$ cat src/rtl/boc_pkg.sv
package boc_pkg;

  // ------------------------------------------------------------
  // Register map (index; byte address is four times the index)
  // ------------------------------------------------------------
  localparam logic [7:0] IDX_THRESHOLD = 8'h30;
  localparam logic [7:0] IDX_EXACT_A   = 8'h31;
  localparam logic [7:0] IDX_EXACT_B   = 8'h32;
  localparam logic [7:0] IDX_CONTROL   = 8'h33;
  localparam logic [7:0] IDX_IRQ_STAT  = 8'h40;
  localparam logic [7:0] IDX_IRQ_CLEAR = 8'h41;
  localparam logic [7:0] IDX_IRQ_EN    = 8'h42;

  // ------------------------------------------------------------
  // Fields and reset values
  // ------------------------------------------------------------
  localparam int         CTRL_ON_BIT     = 0;
  localparam int         CTRL_OK_BIT     = 1;
  localparam int         CTRL_EXLO_BIT   = 2;
  localparam int         CTRL_EXHI_LSB   = 5;
  localparam int         CODE_TOP_BIT    = 5;
  localparam logic [5:0] CODE_RESET      = 6'h3F;
  localparam logic [7:0] EXACT_B_RESET   = 8'h00;
  localparam logic [2:0] EXACT_HI_RESET  = 3'h0;
  localparam int         IRQ_PG_LOST     = 0;
  localparam int         IRQ_CLAMP       = 1;
  localparam int         IRQ_WIDTH       = 2;

  // ------------------------------------------------------------
  // Threshold levels in millivolts
  // ------------------------------------------------------------
  localparam logic [15:0] LOW_BASE_MV    = 16'h1388;
  localparam logic [15:0] LOW_COARSE_MV  = 16'h07D0;
  localparam logic [15:0] LOW_FINE_MV    = 16'h00FA;
  localparam logic [15:0] HIGH_BASE_MV   = 16'h32C8;
  localparam logic [15:0] HIGH_COARSE_MV = 16'h0FA0;
  localparam logic [15:0] HIGH_FINE_MV   = 16'h01F4;
  localparam logic [15:0] MAX_MV         = 16'h6F54;

  // ------------------------------------------------------------
  // Pin group
  // ------------------------------------------------------------
  localparam int PIN_COUNT = 6;
  typedef struct packed {
    logic supply_valid;
    logic master_request_n;
    logic primary_enable_pin;
    logic boost_enable_pin;
    logic ov_above;
    logic ov_reached;
  } boc_pins_type;

endpackage

$ cat src/rtl/boc_threshold_decode.sv
`timescale 1ns/100ps
module boc_threshold_decode (
  // Clock and reset
  input  wire logic        clock,
  input  wire logic        rst_b,
  // Code in, level out
  input  wire logic [5:0]  ovp_threshold_code,
  output logic      [15:0] threshold_mv
);

  logic [15:0] mv_reg;
  logic [15:0] mv_next;

  always_comb begin
    if (ovp_threshold_code[boc_pkg::CODE_TOP_BIT]) begin
      mv_next = boc_pkg::HIGH_BASE_MV
              + boc_pkg::HIGH_COARSE_MV * {14'h0000, ovp_threshold_code[4:3]}
              + boc_pkg::HIGH_FINE_MV * {13'h0000, ovp_threshold_code[2:0]};
    end else begin
      mv_next = boc_pkg::LOW_BASE_MV
              + boc_pkg::LOW_COARSE_MV * {14'h0000, ovp_threshold_code[4:3]}
              + boc_pkg::LOW_FINE_MV * {13'h0000, ovp_threshold_code[2:0]};
    end
  end

  always_ff @(posedge clock) begin
    if (!rst_b) begin
      mv_reg <= boc_pkg::MAX_MV;
    end else begin
      mv_reg <= mv_next;
    end
  end

  assign threshold_mv = mv_reg;

endmodule // boc_threshold_decode

$ cat src/rtl/boc_boost_control.sv
`timescale 1ns/100ps
module boc_boost_control (
  // Clock and reset
  input  wire logic                 clock,
  input  wire logic                 rst_b,
  // Avalon-MM slave
  input  wire logic [9:0]           avs_address,
  input  wire logic                 avs_read,
  input  wire logic                 avs_write,
  input  wire logic [3:0]           avs_byteenable,
  input  wire logic [31:0]          avs_writedata,
  output logic      [31:0]          avs_readdata,
  output logic                      avs_waitrequest,
  // Pins and comparator levels
  input  wire boc_pkg::boc_pins_type pins,
  // Converter control
  output logic                      boost_converter_on,
  output logic                      ovp_clamp,
  output logic      [15:0]          ovp_threshold_mv,
  output logic                      irq
);

  // ------------------------------------------------------------
  // Pin synchronisers
  // ------------------------------------------------------------
  logic [boc_pkg::PIN_COUNT-1:0] meta_reg;
  logic [boc_pkg::PIN_COUNT-1:0] sync_reg;
  boc_pkg::boc_pins_type         pin_s;

  genvar gi;
  generate
    for (gi = 0; gi < boc_pkg::PIN_COUNT; gi++) begin : g_sync
      always_ff @(posedge clock) begin
        if (!rst_b) begin
          meta_reg[gi] <= 1'b0;
          sync_reg[gi] <= 1'b0;
        end else begin
          meta_reg[gi] <= pins[gi];
          sync_reg[gi] <= meta_reg[gi];
        end
      end
    end
  endgenerate

  assign pin_s = boc_pkg::boc_pins_type'(sync_reg);

  // ------------------------------------------------------------
  // Bus slave and registers
  // ------------------------------------------------------------
  logic                          wait_reg,   wait_next;
  logic [31:0]                   rdata_reg,  rdata_next;
  logic [5:0]                    code_reg,   code_next;
  logic                          sw_on_reg,  sw_on_next;
  logic                          exa_reg,    exa_next;
  logic [7:0]                    exb_reg,    exb_next;
  logic                          exlo_reg,   exlo_next;
  logic [2:0]                    exhi_reg,   exhi_next;
  logic [boc_pkg::IRQ_WIDTH-1:0] stat_reg,   stat_next;
  logic [boc_pkg::IRQ_WIDTH-1:0] en_reg,     en_next;
  logic                          irq_reg,    irq_next;
  logic                          on_reg,     on_next;
  logic                          clamp_reg,  clamp_next;
  logic                          above_d_reg;
  logic                          power_good;
  logic                          eligible;
  logic                          wr_go;
  logic [7:0]                    idx;
  logic [boc_pkg::IRQ_WIDTH-1:0] events;
  logic [boc_pkg::IRQ_WIDTH-1:0] clr;

  assign idx        = avs_address[9:2];
  assign wr_go      = avs_write && !wait_reg && avs_byteenable[0];
  assign power_good = !pin_s.ov_above;
  assign eligible   = pin_s.supply_valid || !pin_s.master_request_n
                   || pin_s.primary_enable_pin;

  always_comb begin
    wait_next  = !((avs_read || avs_write) && wait_reg);
    rdata_next = rdata_reg;
    code_next  = code_reg;
    sw_on_next = sw_on_reg;
    exa_next   = exa_reg;
    exb_next   = exb_reg;
    exlo_next  = exlo_reg;
    exhi_next  = exhi_reg;
    en_next    = en_reg;
    clr        = '0;
    if (avs_read && wait_reg) begin
      rdata_next = 32'h0000_0000;
      unique case (idx)
        boc_pkg::IDX_THRESHOLD: rdata_next[5:0] = code_reg;
        boc_pkg::IDX_EXACT_A:   rdata_next[0] = exa_reg;
        boc_pkg::IDX_EXACT_B:   rdata_next[7:0] = exb_reg;
        boc_pkg::IDX_CONTROL: begin
          rdata_next[boc_pkg::CTRL_ON_BIT]   = sw_on_reg;
          rdata_next[boc_pkg::CTRL_OK_BIT]   = power_good;
          rdata_next[boc_pkg::CTRL_EXLO_BIT] = exlo_reg;
          rdata_next[boc_pkg::CTRL_EXHI_LSB +: 3] = exhi_reg;
        end
        boc_pkg::IDX_IRQ_STAT:  rdata_next[boc_pkg::IRQ_WIDTH-1:0] = stat_reg;
        boc_pkg::IDX_IRQ_EN:    rdata_next[boc_pkg::IRQ_WIDTH-1:0] = en_reg;
        default:                rdata_next = 32'h0000_0000;
      endcase
    end
    if (wr_go) begin
      unique case (idx)
        boc_pkg::IDX_THRESHOLD: code_next = avs_writedata[5:0];
        boc_pkg::IDX_EXACT_A:   exa_next = avs_writedata[0];
        boc_pkg::IDX_EXACT_B:   exb_next = avs_writedata[7:0];
        boc_pkg::IDX_CONTROL: begin
          sw_on_next = avs_writedata[boc_pkg::CTRL_ON_BIT];
          exlo_next  = avs_writedata[boc_pkg::CTRL_EXLO_BIT];
          exhi_next  = avs_writedata[boc_pkg::CTRL_EXHI_LSB +: 3];
        end
        boc_pkg::IDX_IRQ_CLEAR: clr = avs_writedata[boc_pkg::IRQ_WIDTH-1:0];
        boc_pkg::IDX_IRQ_EN:    en_next = avs_writedata[boc_pkg::IRQ_WIDTH-1:0];
        default:                clr = '0;
      endcase
    end
  end

  // ------------------------------------------------------------
  // Converter control and events
  // ------------------------------------------------------------
  always_comb begin
    on_next    = eligible && (pin_s.boost_enable_pin || sw_on_reg);
    clamp_next = pin_s.ov_reached || pin_s.ov_above;
    events     = '0;
    events[boc_pkg::IRQ_PG_LOST] = pin_s.ov_above && !above_d_reg;
    events[boc_pkg::IRQ_CLAMP]   = clamp_next && !clamp_reg;
    stat_next  = (stat_reg & ~clr) | events;
    irq_next   = |(stat_next & en_next);
  end

  always_ff @(posedge clock) begin
    if (!rst_b) begin
      wait_reg    <= 1'b1;
      rdata_reg   <= 32'h0000_0000;
      code_reg    <= boc_pkg::CODE_RESET;
      sw_on_reg   <= 1'b0;
      exa_reg     <= 1'b0;
      exb_reg     <= boc_pkg::EXACT_B_RESET;
      exlo_reg    <= 1'b0;
      exhi_reg    <= boc_pkg::EXACT_HI_RESET;
      en_reg      <= '0;
      stat_reg    <= '0;
      irq_reg     <= 1'b0;
      on_reg      <= 1'b0;
      clamp_reg   <= 1'b0;
      above_d_reg <= 1'b0;
    end else begin
      wait_reg    <= wait_next;
      rdata_reg   <= rdata_next;
      code_reg    <= code_next;
      sw_on_reg   <= sw_on_next;
      exa_reg     <= exa_next;
      exb_reg     <= exb_next;
      exlo_reg    <= exlo_next;
      exhi_reg    <= exhi_next;
      en_reg      <= en_next;
      stat_reg    <= stat_next;
      irq_reg     <= irq_next;
      on_reg      <= on_next;
      clamp_reg   <= clamp_next;
      above_d_reg <= pin_s.ov_above;
    end
  end

  boc_threshold_decode u_decode (
    .clock              (clock),
    .rst_b              (rst_b),
    .ovp_threshold_code (code_reg),
    .threshold_mv       (ovp_threshold_mv)
  );

  assign avs_readdata       = rdata_reg;
  assign avs_waitrequest    = wait_reg;
  assign boost_converter_on = on_reg;
  assign ovp_clamp          = clamp_reg;
  assign irq                = irq_reg;
endmodule // boc_boost_control

$ cat config.mk
export PLATFORM = sky130hd
export DESIGN_NAME = boc_boost_control
export DESIGN_NICKNAME = d
export VERILOG_FILES = /design/src/rtl/boc_pkg.sv /design/src/rtl/boc_threshold_decode.sv /design/src/rtl/boc_boost_control.sv
export SDC_FILE = /design/constraint.sdc
export NUM_CORES = 1
export LEC_CHECK = 0
export BUFFER_PORTS_ARGS = -buffer_cell sky130_fd_sc_hd__buf_2
export CAP_MARGIN = 20
export CORE_MARGIN = 3
export CORE_UTILIZATION = 45
export CTS_CLUSTER_SIZE = 14
export DETAILED_ROUTE_END_ITERATION = 6
export GPL_TIMING_DRIVEN = 0
export PLACE_DENSITY = 0.71
export SLEW_MARGIN = 30
export SYNTH_ARGS = -nofsm -noshare
export SYNTH_HDL_FRONTEND = slang
export SYNTH_SLANG_ARGS = --single-unit
$ cat constraint.sdc
create_clock -name clock -period 6.03 [get_ports clock]
set_input_delay 1.206 -clock clock [delete_from_list [all_inputs] [get_ports clock]]
set_output_delay 1.206 -clock clock [all_outputs]
set_load 0.01 [all_outputs]
==> flow_summary.ini, run 1 <==
[placed_design]
gpl.final_weighted_congestion = 0.904
place.port_buffers = 52
pre_cts_ws_ns = 1.64
post-dp-hpwl_mm = 6.50
cell_area_placed_mm2 = 0.00428

[synth]
yosysWarningCount = 0
dominant_combinational_cell_family_by_area_after_synthesis = simple AND/OR/NAND/NOR gates
synth_xor_xnor_area_share_pct = 4.45
synth-compound-area-share_pct = 16.4
synth_cell_type_count = 58
yosys_most_used_dff = sky130_fd_sc_hd__dfxtp_1
synth_top_cells_by_area = sky130_fd_sc_hd__dfxtp_1 (34%), sky130_fd_sc_hd__ha_1 (9.2%), sky130_fd_sc_hd__buf_4 (4.9%), sky130_fd_sc_hd__mux2i_1 (4.5%), sky130_fd_sc_hd__nand2_1 (4.1%)
synthMuxAreaShare_pct = 4.78
syn_inst = 429
yosys.area_share.simple_pct = 19.1
syn-mean-instance-area_um2 = 8.85
netlist_area_before_placement_mm2 = 0.00379
synthDominantAreaCellType = sky130_fd_sc_hd__dfxtp_1
synth-adder-area-share_pct = 11.9
synthArstFlopShare_pct = 0
yosys.area.top_type_share_pct = 33.8
synth_edf_count = 0
synth_seq_cells = 64
ys_seq_area_share_pct = 33.8

[power]
cellLeakagePower_nw = 2.05
p_per_area_mw_per_mm2 = 205
peakVddDrop_mv = 0.144

[setup_path]
critPathRequiredTime_ns = 6.25
criticalPathCategory = reg -> reg
worst_ep_arrival_time_ns = 4.65
critPathCaptureType = register
critPathLaunchType = register
worst-path-max-fanout = 8

[detailed_routing]
drt_pass1_iterations = 5
post_drt_antenna_nets = 0
vias = 3137
drc = 0
route.detailed.vias_per_inst = 5.04
drt-initial-drc-count = 110
wl_per_cell_um = 13.6
finalWirelength_mm = 8.46

[timing]
finalClockSkew_ns = 0.0122
rsz_0062_raised_after_global_routing = no
timing.final.crit_share_pct = 73.5
timing.setup.tns_ns = 0
slew_headroom_pct = 48.3
final.min_clock_period_ns = 4.43
final-setup-viol-count = 0
hold_viol_final = 0
fin_ws_ns = 1.60
tightestPinTransition_ns = 0.769
fmaxAchievable_mhz = 226
final-max-slew-violation-count = 0

[clock_tree]
clk_pin_slew_worst_paths_ns = 0.07
cts_htree_levels = 3
tritoncts = done
ctsLongestPathBuffers = 2
cts_hold_buffers = 0
clock_sinks = 64
cts_repair_resize_count = 0
cts.root.buffer_cell = sky130_fd_sc_hd__clkbuf_8
insertion_delay_ns = 0.34
setup_fix_buffers_added_after_clock_tree_synthesis = 0
cts_made_buffers = 9

[floorplan]
core_area_mm2 = 0.00797
die_w_um = 97.8
fp.dieArea_mm2 = 0.00957
initial_util_pct = 47.6
boundaryPins = 108
number_of_standard_cell_rows_in_the_floorplan = 32
floorplan.die.height_um = 97.8

[cells_and_area]
drive_gt1_share_pct = 19.6
postLayoutCellArea_mm2 = 0.00450
layout.cells.most_common = sky130_fd_sc_hd__dfxtp_1
nFillCells = 727
number_of_flip_flops_in_the_largest_register = 15
final_nets = 605
layout_common_cells = sky130_fd_sc_hd__dfxtp_1 (64), sky130_fd_sc_hd__buf_2 (52), sky130_fd_sc_hd__nand2_1 (41)
synthToLayoutAreaGrowth_pct = 18.6
diodes = 0

[global_route]
antenna_found_initial = 0
grt_max_degree = 12
grt_usage_pct = 17.8
grt_pass1_wl_mm = 13.9
grt_pass1_vias = 2934
grt_overflow_total = 0

[min_path]
hold_path_class = reg -> reg

[run]
cap_viol_max_count = 0

[status]
status = complete, no violations
[where the power goes]
part / total, mW / switching [mW] / internal, mW
clock network: 0.415 / 0.169 / 0.246
registers: 0.435 / 0.00336 / 0.431
logic: 0.0716 / 0.0387 / 0.0329
total: 0.921 / 0.211 / 0.710
[cells by family after synthesis]
family,Yosys count
and+or+nand+nor,137
muxes,18
adders and majority gates,33
other,1
DFF,64
xor gates and xnor gates,16
buffers and inverters,72
AOI/OAI and AO/OA,88
[layer usage]
layer / vias up / part of all wire [%] / track usage [%]
li1: 1607 / - / -
met2: 99 / 46 / 28.2
met5: - / 0 / 0
met4: 0 / 1.6 / 5.75
met3: 13 / 5.8 / 4.21
met1: 1418 / 46 / 24.1
[through the flow]
stage	power [mW]	instances	utilization, %	hold slack [ns]
global route	0.961	623	56.5	0.444
finish	0.921	623	56.5	0.432
detailed placement	0.516	607	53.7	0.417
global placement	0.514	607	53.6	0.414
CTS	0.933	623	56.5	0.434
floorplan	0.492	453	-	0.412
[worst max-delay path: stages (launching register included)]
cell	delay (ns)
sky130_fd_sc_hd__dfxtp_1	0.53
sky130_fd_sc_hd__inv_1	0.19
sky130_fd_sc_hd__fa_1	0.61
sky130_fd_sc_hd__inv_1	0.11
sky130_fd_sc_hd__ha_1	0.30
sky130_fd_sc_hd__a211o_1	0.34
sky130_fd_sc_hd__a31oi_4	0.27
sky130_fd_sc_hd__xnor2_1	0.20
sky130_fd_sc_hd__ha_1	0.30
sky130_fd_sc_hd__a2111oi_0	0.49
sky130_fd_sc_hd__o211ai_1	0.21
sky130_fd_sc_hd__nand3_1	0.17
sky130_fd_sc_hd__a21oi_1	0.10
sky130_fd_sc_hd__xnor2_1	0.14
sky130_fd_sc_hd__a221o_1	0.35
[layout make-up]
class	instances	area, um^2	share of cell area (%)
multi-input combinational	317	2240	49.9
sequential	64	1280	28.5
timing repair buffer	52	260	5.78
inverter	30	113	2.50
buffer	42	251	5.59
clock inverter	4	77.6	1.72
clock buffer	12	145	3.22
tap	102	128	2.84
[synth_stat cells, types with 2 or more instances]
library cell                n
sky130_fd_sc_hd__dfxtp_1   64
sky130_fd_sc_hd__nand2_1   41
sky130_fd_sc_hd__inv_1     30
sky130_fd_sc_hd__ha_1      28
sky130_fd_sc_hd__buf_4     25
sky130_fd_sc_hd__nor2_1    20
sky130_fd_sc_hd__a21oi_1   18
sky130_fd_sc_hd__mux2i_1   17
sky130_fd_sc_hd__o21ai_0   17
sky130_fd_sc_hd__and2_1    16
sky130_fd_sc_hd__clkbuf_1  16
sky130_fd_sc_hd__nor2b_1   14
sky130_fd_sc_hd__nand3_1   13
sky130_fd_sc_hd__o211ai_1  13
sky130_fd_sc_hd__xnor2_1    9
sky130_fd_sc_hd__a21boi_0   7
sky130_fd_sc_hd__nor3_1     7
sky130_fd_sc_hd__a221oi_1   5
sky130_fd_sc_hd__fa_1       5
sky130_fd_sc_hd__nand2b_1   5
sky130_fd_sc_hd__nor3b_1    5
sky130_fd_sc_hd__xor2_1     5
sky130_fd_sc_hd__a22oi_1    4
sky130_fd_sc_hd__a211o_1    3
sky130_fd_sc_hd__nor4_1     3
sky130_fd_sc_hd__o31ai_1    3
sky130_fd_sc_hd__a21o_1     2
sky130_fd_sc_hd__and3_1     2
sky130_fd_sc_hd__o211a_1    2
sky130_fd_sc_hd__o21a_1     2
[final timing paths]
| kind | startpoint | to | slack [ns] | cells past startpoint |
|---|---|---|---|---|
| min reg2reg | meta_reg[3]$_SDFF_PN0_ | pin_s[3]$_SDFF_PN0_ | 0.43 | 1 |
| max | code_reg[1]$_SDFFE_PN1P_ | u_decode.threshold_mv[12]$_SDFF_PN0_ | 1.60 | 14 |
| min | meta_reg[3]$_SDFF_PN0_ | pin_s[3]$_SDFF_PN0_ | 0.43 | 1 |
| max reg2reg | code_reg[1]$_SDFFE_PN1P_ | u_decode.threshold_mv[12]$_SDFF_PN0_ | 1.60 | 14 |
(Power assumes the default switching activity.)
==> inputs of run 2 (changes only) <==
Clock period 6.03 ns to 4.1 ns, I/O delays scaled along.
==> flow_summary.ini, run 2 (same netlist as run 1, synthesis figures left out) <==
[status]
status = complete, no violations

[clock_tree]
cts_made_buffers = 9
tritoncts = done
clock_sinks = 64
clk_pin_slew_worst_paths_ns = 0.07
ctsLongestPathBuffers = 2
cts.root.buffer_cell = sky130_fd_sc_hd__clkbuf_8
cts_hold_buffers = 0
insertion_delay_ns = 0.34
cts_htree_levels = 3

[timing]
timing.setup.tns_ns = 0
final.min_clock_period_ns = 3.95
finalClockSkew_ns = 0.0129
final-max-slew-violation-count = 0
timing.final.crit_share_pct = 96.3
worst_hold_slack_ns = 0.432
final-setup-viol-count = 0
tightestPinTransition_ns = 0.772
fmaxAchievable_mhz = 253
hold_viol_final = 0
slew_headroom_pct = 48.2

[power]
p_sw_mw = 0.310
sequentialPowerShare_pct = 47.1
p_per_area_mw_per_mm2 = 297
fraction_of_power_spent_switching_nets_pct = 22.9
total_internal_power_mw = 1.04
p_clk_share_pct = 45.1
cellLeakagePower_nw = 2.06
share_comb_of_total_power_pct = 7.8
peakVddDrop_mv = 0.212

[global_route]
grt_overflow_total = 0
grt_pass1_vias = 2944
antenna_found_initial = 0
grt_usage_pct = 17.9
grt_pass1_wl_mm = 13.9
grt_max_degree = 12

[cells_and_area]
seqCellArea_mm2 = 0.00129
drive_gt1_share_pct = 21.4
synthToLayoutAreaGrowth_pct = 20.1
diodes = 0
number_of_flip_flops_in_the_largest_register = 15
multiInputGateArea_mm2 = 0.00227
layout_common_cells = sky130_fd_sc_hd__dfxtp_1 (62), sky130_fd_sc_hd__buf_2 (52), sky130_fd_sc_hd__nand2_1 (41)
nFillCells = 718
postLayoutCellArea_mm2 = 0.00456
final_nets = 608
layout.cells.most_common = sky130_fd_sc_hd__dfxtp_1

[detailed_routing]
drt-initial-drc-count = 104
route.detailed.vias_per_inst = 5.01
vias = 3138
finalWirelength_mm = 8.55
wl_per_cell_um = 13.7
post_drt_antenna_nets = 0
drc = 0
drt_pass1_iterations = 4

[setup_path]
crit_top_cell = sky130_fd_sc_hd__inv_1
cp_num_cells = 14
critical-path-top-delay-family = compound AO/OA/AOI/OAI gates
path_buf_inv = 2
critPathCaptureType = register
max_stage_delay_ns = 0.60
worst-path-max-fanout = 8
worst_ep_arrival_time_ns = 4.16
criticalPathCategory = reg -> reg
r2r_cells = 14
critPathLaunchType = register
cp_cell_sequence = inv_1 -> fa_2 -> inv_1 -> ha_1 -> a211o_1 -> a31oi_4 -> xnor2_2 -> ha_4 -> a2111oi_2 -> o211ai_1 -> nand3_1 -> a21oi_1 -> xnor2_1 -> a221o_1
critPathRequiredTime_ns = 4.32
slowest_stage_cell_on_the_critical_path = sky130_fd_sc_hd__fa_2

[placed_design]
place.port_buffers = 52
cell_area_placed_mm2 = 0.00428
post-dp-hpwl_mm = 6.50
gpl.final_weighted_congestion = 0.904

[floorplan]
initial_util_pct = 47.6
boundaryPins = 108
number_of_standard_cell_rows_in_the_floorplan = 32
die_w_um = 97.8
core_area_mm2 = 0.00797
floorplan.die.height_um = 97.8
fp.dieArea_mm2 = 0.00957

[run]
cap_viol_max_count = 0

[min_path]
timing.hold.worst_path_depth = 1
hold_path_class = reg -> reg
==> run 2: worst paths after layout <==
kind / startpoint / to / slack, ns
hold reg to reg: meta_reg[3]$_SDFF_PN0_ / pin_s[3]$_SDFF_PN0_ / 0.43
hold / removal: meta_reg[3]$_SDFF_PN0_ / pin_s[3]$_SDFF_PN0_ / 0.43
setup / recovery: code_reg[1]$_SDFFE_PN1P_ / u_decode.threshold_mv[12]$_SDFF_PN0_ / 0.15
setup reg to reg: code_reg[1]$_SDFFE_PN1P_ / u_decode.threshold_mv[12]$_SDFF_PN0_ / 0.15
==> run 2: worst reg2reg max path, cell delays in order, from the launching register on <==
cell and delay (ns):
sky130_fd_sc_hd__dfxtp_4 0.41, sky130_fd_sc_hd__inv_1 0.12, sky130_fd_sc_hd__fa_2 0.60, sky130_fd_sc_hd__inv_1 0.10, sky130_fd_sc_hd__ha_1 0.30, sky130_fd_sc_hd__a211o_1 0.34, sky130_fd_sc_hd__a31oi_4 0.23, sky130_fd_sc_hd__xnor2_2 0.17
sky130_fd_sc_hd__ha_4 0.25, sky130_fd_sc_hd__a2111oi_2 0.39, sky130_fd_sc_hd__o211ai_1 0.19, sky130_fd_sc_hd__nand3_1 0.14, sky130_fd_sc_hd__a21oi_1 0.10, sky130_fd_sc_hd__xnor2_1 0.14, sky130_fd_sc_hd__a221o_1 0.35
==> run 2: layout make-up <==
cell class,count,share of cell area [%]
tap,102,2.80
timing repair buffer,55,6.20
clock inverter,4,1.70
buffer,42,5.52
inverter,30,2.47
clock buffer,12,3.18
multi-input combinational,317,49.9
sequential,64,28.3
==> run 2: per-layer routing <==
metal / GRT usage (%) / up-vias / routed length [um]
met2: 28.4 / 97 / 3930
li1: - / 1612 / -
met1: 24.1 / 1419 / 4000
met3: 4.21 / 10 / 494
met4: 5.75 / 0 / 125
met5: 0 / - / 0
==> run 2: what timing repair did <==
item / 4_1_cts / 5_1_grt
endpoints found under the hold margin: 0 / 0
gates resized for setup: 6 / 4
setup buffers: 0 / 3
endpoints found under the setup margin: 1 / 1
pin swaps: 2 / 4
==> run 2: power groups by stage <==
stage / Sequential [mW] / Combinational (mW) / Clock [mW]
floorplan: 0.656 / 0.0677 / 0
global placement: 0.653 / 0.103 / 0
detailed placement: 0.654 / 0.105 / 0
CTS: 0.638 / 0.105 / 0.627
global route: 0.639 / 0.117 / 0.656
finish: 0.638 / 0.105 / 0.610
==> run 2: through the flow <==
| stage | setup WS [ns] | cells | utilization [%] | power, mW |
|---|---|---|---|---|
| floorplan | 0.262 | 453 | - | 0.723 |
| global placement | -0.224 | 607 | 53.6 | 0.756 |
| detailed placement | -0.294 | 607 | 53.7 | 0.758 |
| CTS | 0.00346 | 623 | 56.7 | 1.37 |
| global route | -0.00975 | 626 | 57.2 | 1.41 |
| finish | 0.153 | 626 | 57.2 | 1.35 |
==> inputs of run 3 (changes only) <==
Settings changed: GPL_ROUTABILITY_DRIVEN from default to 0, PLACE_DENSITY 0.71 to 0.7, SYNTH_HIERARCHICAL from default to 1.
==> flow_summary.ini, run 3 <==
[min_path]
hold_path.startpoint = meta_reg[3]$_SDFF_PN0_
hold_path_class = reg -> reg
hold_path_end = pin_s[3]$_SDFF_PN0_
timing.hold.worst_path_depth = 1

[clock_tree]
clk_pin_slew_worst_paths_ns = 0.08
tritoncts = done
cts_made_buffers = 9
cts_htree_levels = 3
cts.root.buffer_cell = sky130_fd_sc_hd__clkbuf_8
ctsLongestPathBuffers = 2
clock_sinks = 64
insertion_delay_ns = 0.34

[global_route]
grt_use_met3_pct = 3.09
grt_pass1_vias = 2872
grt_use_met2_pct = 27.0
top_usage_layer = met2
grt_usage_pct = 17.3
gr-usage-met1_pct = 24.4
antenna_found_initial = 0
grt_pass1_wl_mm = 13.8
grt_overflow_total = 0
grt_max_degree = 13

[placed_design]
post-dp-hpwl_mm = 6.36
place.port_buffers = 53
cell_area_placed_mm2 = 0.00439

[detailed_routing]
drc = 0
route.detailed.vias_per_inst = 5.04
finalWirelength_mm = 8.45
wl_per_cell_um = 13.7
vias = 3101
drt-initial-drc-count = 111
drt_pass1_iterations = 5
post_drt_antenna_nets = 0

[floorplan]
floorplan.die.height_um = 99.1
number_of_standard_cell_rows_in_the_floorplan = 33
fp.dieArea_mm2 = 0.00983
boundaryPins = 108
initial_util_pct = 46.8
die_w_um = 99.1
core_area_mm2 = 0.00834

[cells_and_area]
final_nets = 607
synthToLayoutAreaGrowth_pct = 18.0
drive_gt1_share_pct = 23.9
postLayoutCellArea_mm2 = 0.00461
layout_common_cells = sky130_fd_sc_hd__dfxtp_1 (61), sky130_fd_sc_hd__buf_2 (56), sky130_fd_sc_hd__ha_1 (41)
layout.cells.most_common = sky130_fd_sc_hd__dfxtp_1
number_of_flip_flops_in_the_largest_register = 15
diodes = 0

[synth]
syn_inst = 416
yosysMostFrequentCell = sky130_fd_sc_hd__dfxtp_1
synthDominantAreaCellType = sky130_fd_sc_hd__dfxtp_1
synth_edf_count = 0
yosys.area.top_type_share_pct = 32.8
ys_seq_area_share_pct = 32.8
yosys_most_used_dff = sky130_fd_sc_hd__dfxtp_1
synthArstFlopShare_pct = 0
yosysWarningCount = 6
netlist_area_before_placement_mm2 = 0.00390
synth_top_cells_by_area = sky130_fd_sc_hd__dfxtp_1 (33%), sky130_fd_sc_hd__ha_1 (13%), sky130_fd_sc_hd__mux2i_1 (6.9%), sky130_fd_sc_hd__buf_4 (4.8%), sky130_fd_sc_hd__inv_1 (3.3%)
synth.cells.most_frequent = sky130_fd_sc_hd__dfxtp_1 (64), sky130_fd_sc_hd__ha_1 (41), sky130_fd_sc_hd__inv_1 (34)
syn-mean-instance-area_um2 = 9.38
synth_seq_cells = 64
synth_cell_type_count = 64

[power]
share_comb_of_total_power_pct = 8.6
total_internal_power_mw = 0.917
p_per_area_mw_per_mm2 = 271
p_clk_share_pct = 40.5
p_sw_mw = 0.329
peakVddDrop_mv = 0.200
cellLeakagePower_nw = 2.23
sequentialPowerShare_pct = 51.0
fraction_of_power_spent_switching_nets_pct = 26.4

[run]
cap_viol_max_count = 0

[setup_path]
critPathLaunchType = register
cp_cell_sequence = inv_1 -> fa_2 -> inv_2 -> fa_1 -> inv_1 -> fa_1 -> ha_1 -> inv_1 -> ha_1 -> a21o_1 -> a21oi_2 -> a2111oi_1 -> or4_1 -> a31o_1
reg2reg_slack_ns = 0.21
worst_ep_arrival_time_ns = 4.12
max_stage_delay_ns = 0.59
r2r_cells = 14
crit_top_cell = sky130_fd_sc_hd__inv_1
slowest_stage_cell_on_the_critical_path = sky130_fd_sc_hd__fa_2
r2r_end = u_decode/threshold_mv[14]$_SDFF_PN1_
criticalPathCategory = reg -> reg
critPathCaptureType = register
critPathRequiredTime_ns = 4.33
critPathLaunch = code_reg[1]$_SDFFE_PN1P_
r2r_start = code_reg[1]$_SDFFE_PN1P_
worst-path-max-fanout = 6

[timing]
hold_viol_final = 0
final.min_clock_period_ns = 3.89
final-max-slew-violation-count = 0
finalClockSkew_ns = 0.00889
timing.final.crit_share_pct = 94.9
rsz_0062_raised_after_global_routing = no
slew_headroom_pct = 62.7
final-setup-viol-count = 0
tightestPinTransition_ns = 0.559
fmaxAchievable_mhz = 257
worst_hold_slack_ns = 0.434

[status]
status = complete, no violations
[run 3: changes by cell type in the layout (fill, tap and decap cells not counted), moves of 7 or more]
cell                       delta
sky130_fd_sc_hd__o21ai_0      -7
sky130_fd_sc_hd__ha_1        +14
sky130_fd_sc_hd__nor2_1       -8
sky130_fd_sc_hd__clkbuf_1     -8
sky130_fd_sc_hd__nand3_1      -9
sky130_fd_sc_hd__mux2i_1     +10
sky130_fd_sc_hd__o211ai_1     -8
sky130_fd_sc_hd__nand2_1     -17
[run 3: area by class of cell]
cell class	count	area (um^2)
Sequential cell	64	1290
Buffer	40	256
Fill cell	775	3730
Multi-Input combinational cell	300	2330
Tap cell	105	131
Timing Repair Buffer	55	280
Clock inverter	6	43.8
Inverter	35	131
Clock buffer	10	138
[run 3: kinds of logic (layout without fill, tap and decap cells)]
kind of cell             Yosys count  after routing  share of synthesized area, %
adder cells (fa/ha/maj)           46             46                          15.7
AND/OR/NAND/NOR                  105            105                          16.0
other                              2             25                         0.192
XOR/XNOR                          14             14                          3.14
buffers and inverters             75            146                          9.94
multiplexers                      32             32                          8.37
flip-flops                        64             64                          32.8
AO/OA/AOI/OAI                     78             78                          13.8
[run 3: worst max-delay path by stage]
stage	to	slack, ns
6_report	u_decode/threshold_mv[14]$_SDFF_PN1_	0.21
2_1_floorplan	u_decode/threshold_mv[14]$_SDFF_PN1_	0.25
5_1_grt	u_decode/threshold_mv[14]$_SDFF_PN1_	0.02
3_3_place_gp	u_decode/threshold_mv[14]$_SDFF_PN1_	-0.05
3_5_place_dp	u_decode/threshold_mv[10]$_SDFF_PN1_	-0.08
4_1_cts	u_decode/threshold_mv[14]$_SDFF_PN1_	0.04
[run 3: per-layer routing]
| layer | routed length (um) | up-vias |
|---|---|---|
| li1 | - | 1567 |
| met5 | 0 | - |
| met3 | 475 | 9 |
| met4 | 70 | 0 |
| met1 | 4000 | 1440 |
| met2 | 3900 | 85 |
[run 3: power by group through the flow]
stage | registers [mW] | clock network [mW] | logic (mW)
3_5_place_dp | 0.652 | 0 | 0.106
5_1_grt | 0.636 | 0.552 | 0.117
2_1_floorplan | 0.653 | 0 | 0.0674
6_report | 0.635 | 0.505 | 0.107
4_1_cts | 0.637 | 0.520 | 0.106
3_3_place_gp | 0.651 | 0 | 0.104
[run 3: timing repair]
item | CTS | global route
pin swaps | 0 | 2
gates resized for setup | 3 | 8
cloned | 0 | 0
hold buffers | 0 | 0
endpoints found under the setup margin | 5 | 6
buffers inserted | 0 | 2
[run 3: through the flow]
| stage | utilization (%) | instances | power, mW | setup WS (ns) | TNS, ns |
|---|---|---|---|---|---|
| 2_1_floorplan | - | 439 | 0.720 | 0.254 | 0 |
| 3_3_place_gp | 52.6 | 597 | 0.755 | -0.0468 | -0.0819 |
| 3_5_place_dp | 52.6 | 597 | 0.757 | -0.0771 | -0.206 |
| 4_1_cts | 54.9 | 613 | 1.26 | 0.0424 | 0 |
| 5_1_grt | 55.2 | 615 | 1.30 | 0.0175 | 0 |
| 6_report | 55.2 | 615 | 1.25 | 0.208 | 0 |
[run 3: critical path: cells and delay by family, from the launching register on]
family	cells	cell delay (ns)
adders and majority gates	5	1.94
DFF	1	0.38
and+or+nand+nor	1	0.47
buffers and inverters	4	0.29
AOI/OAI and AO/OA	4	0.71
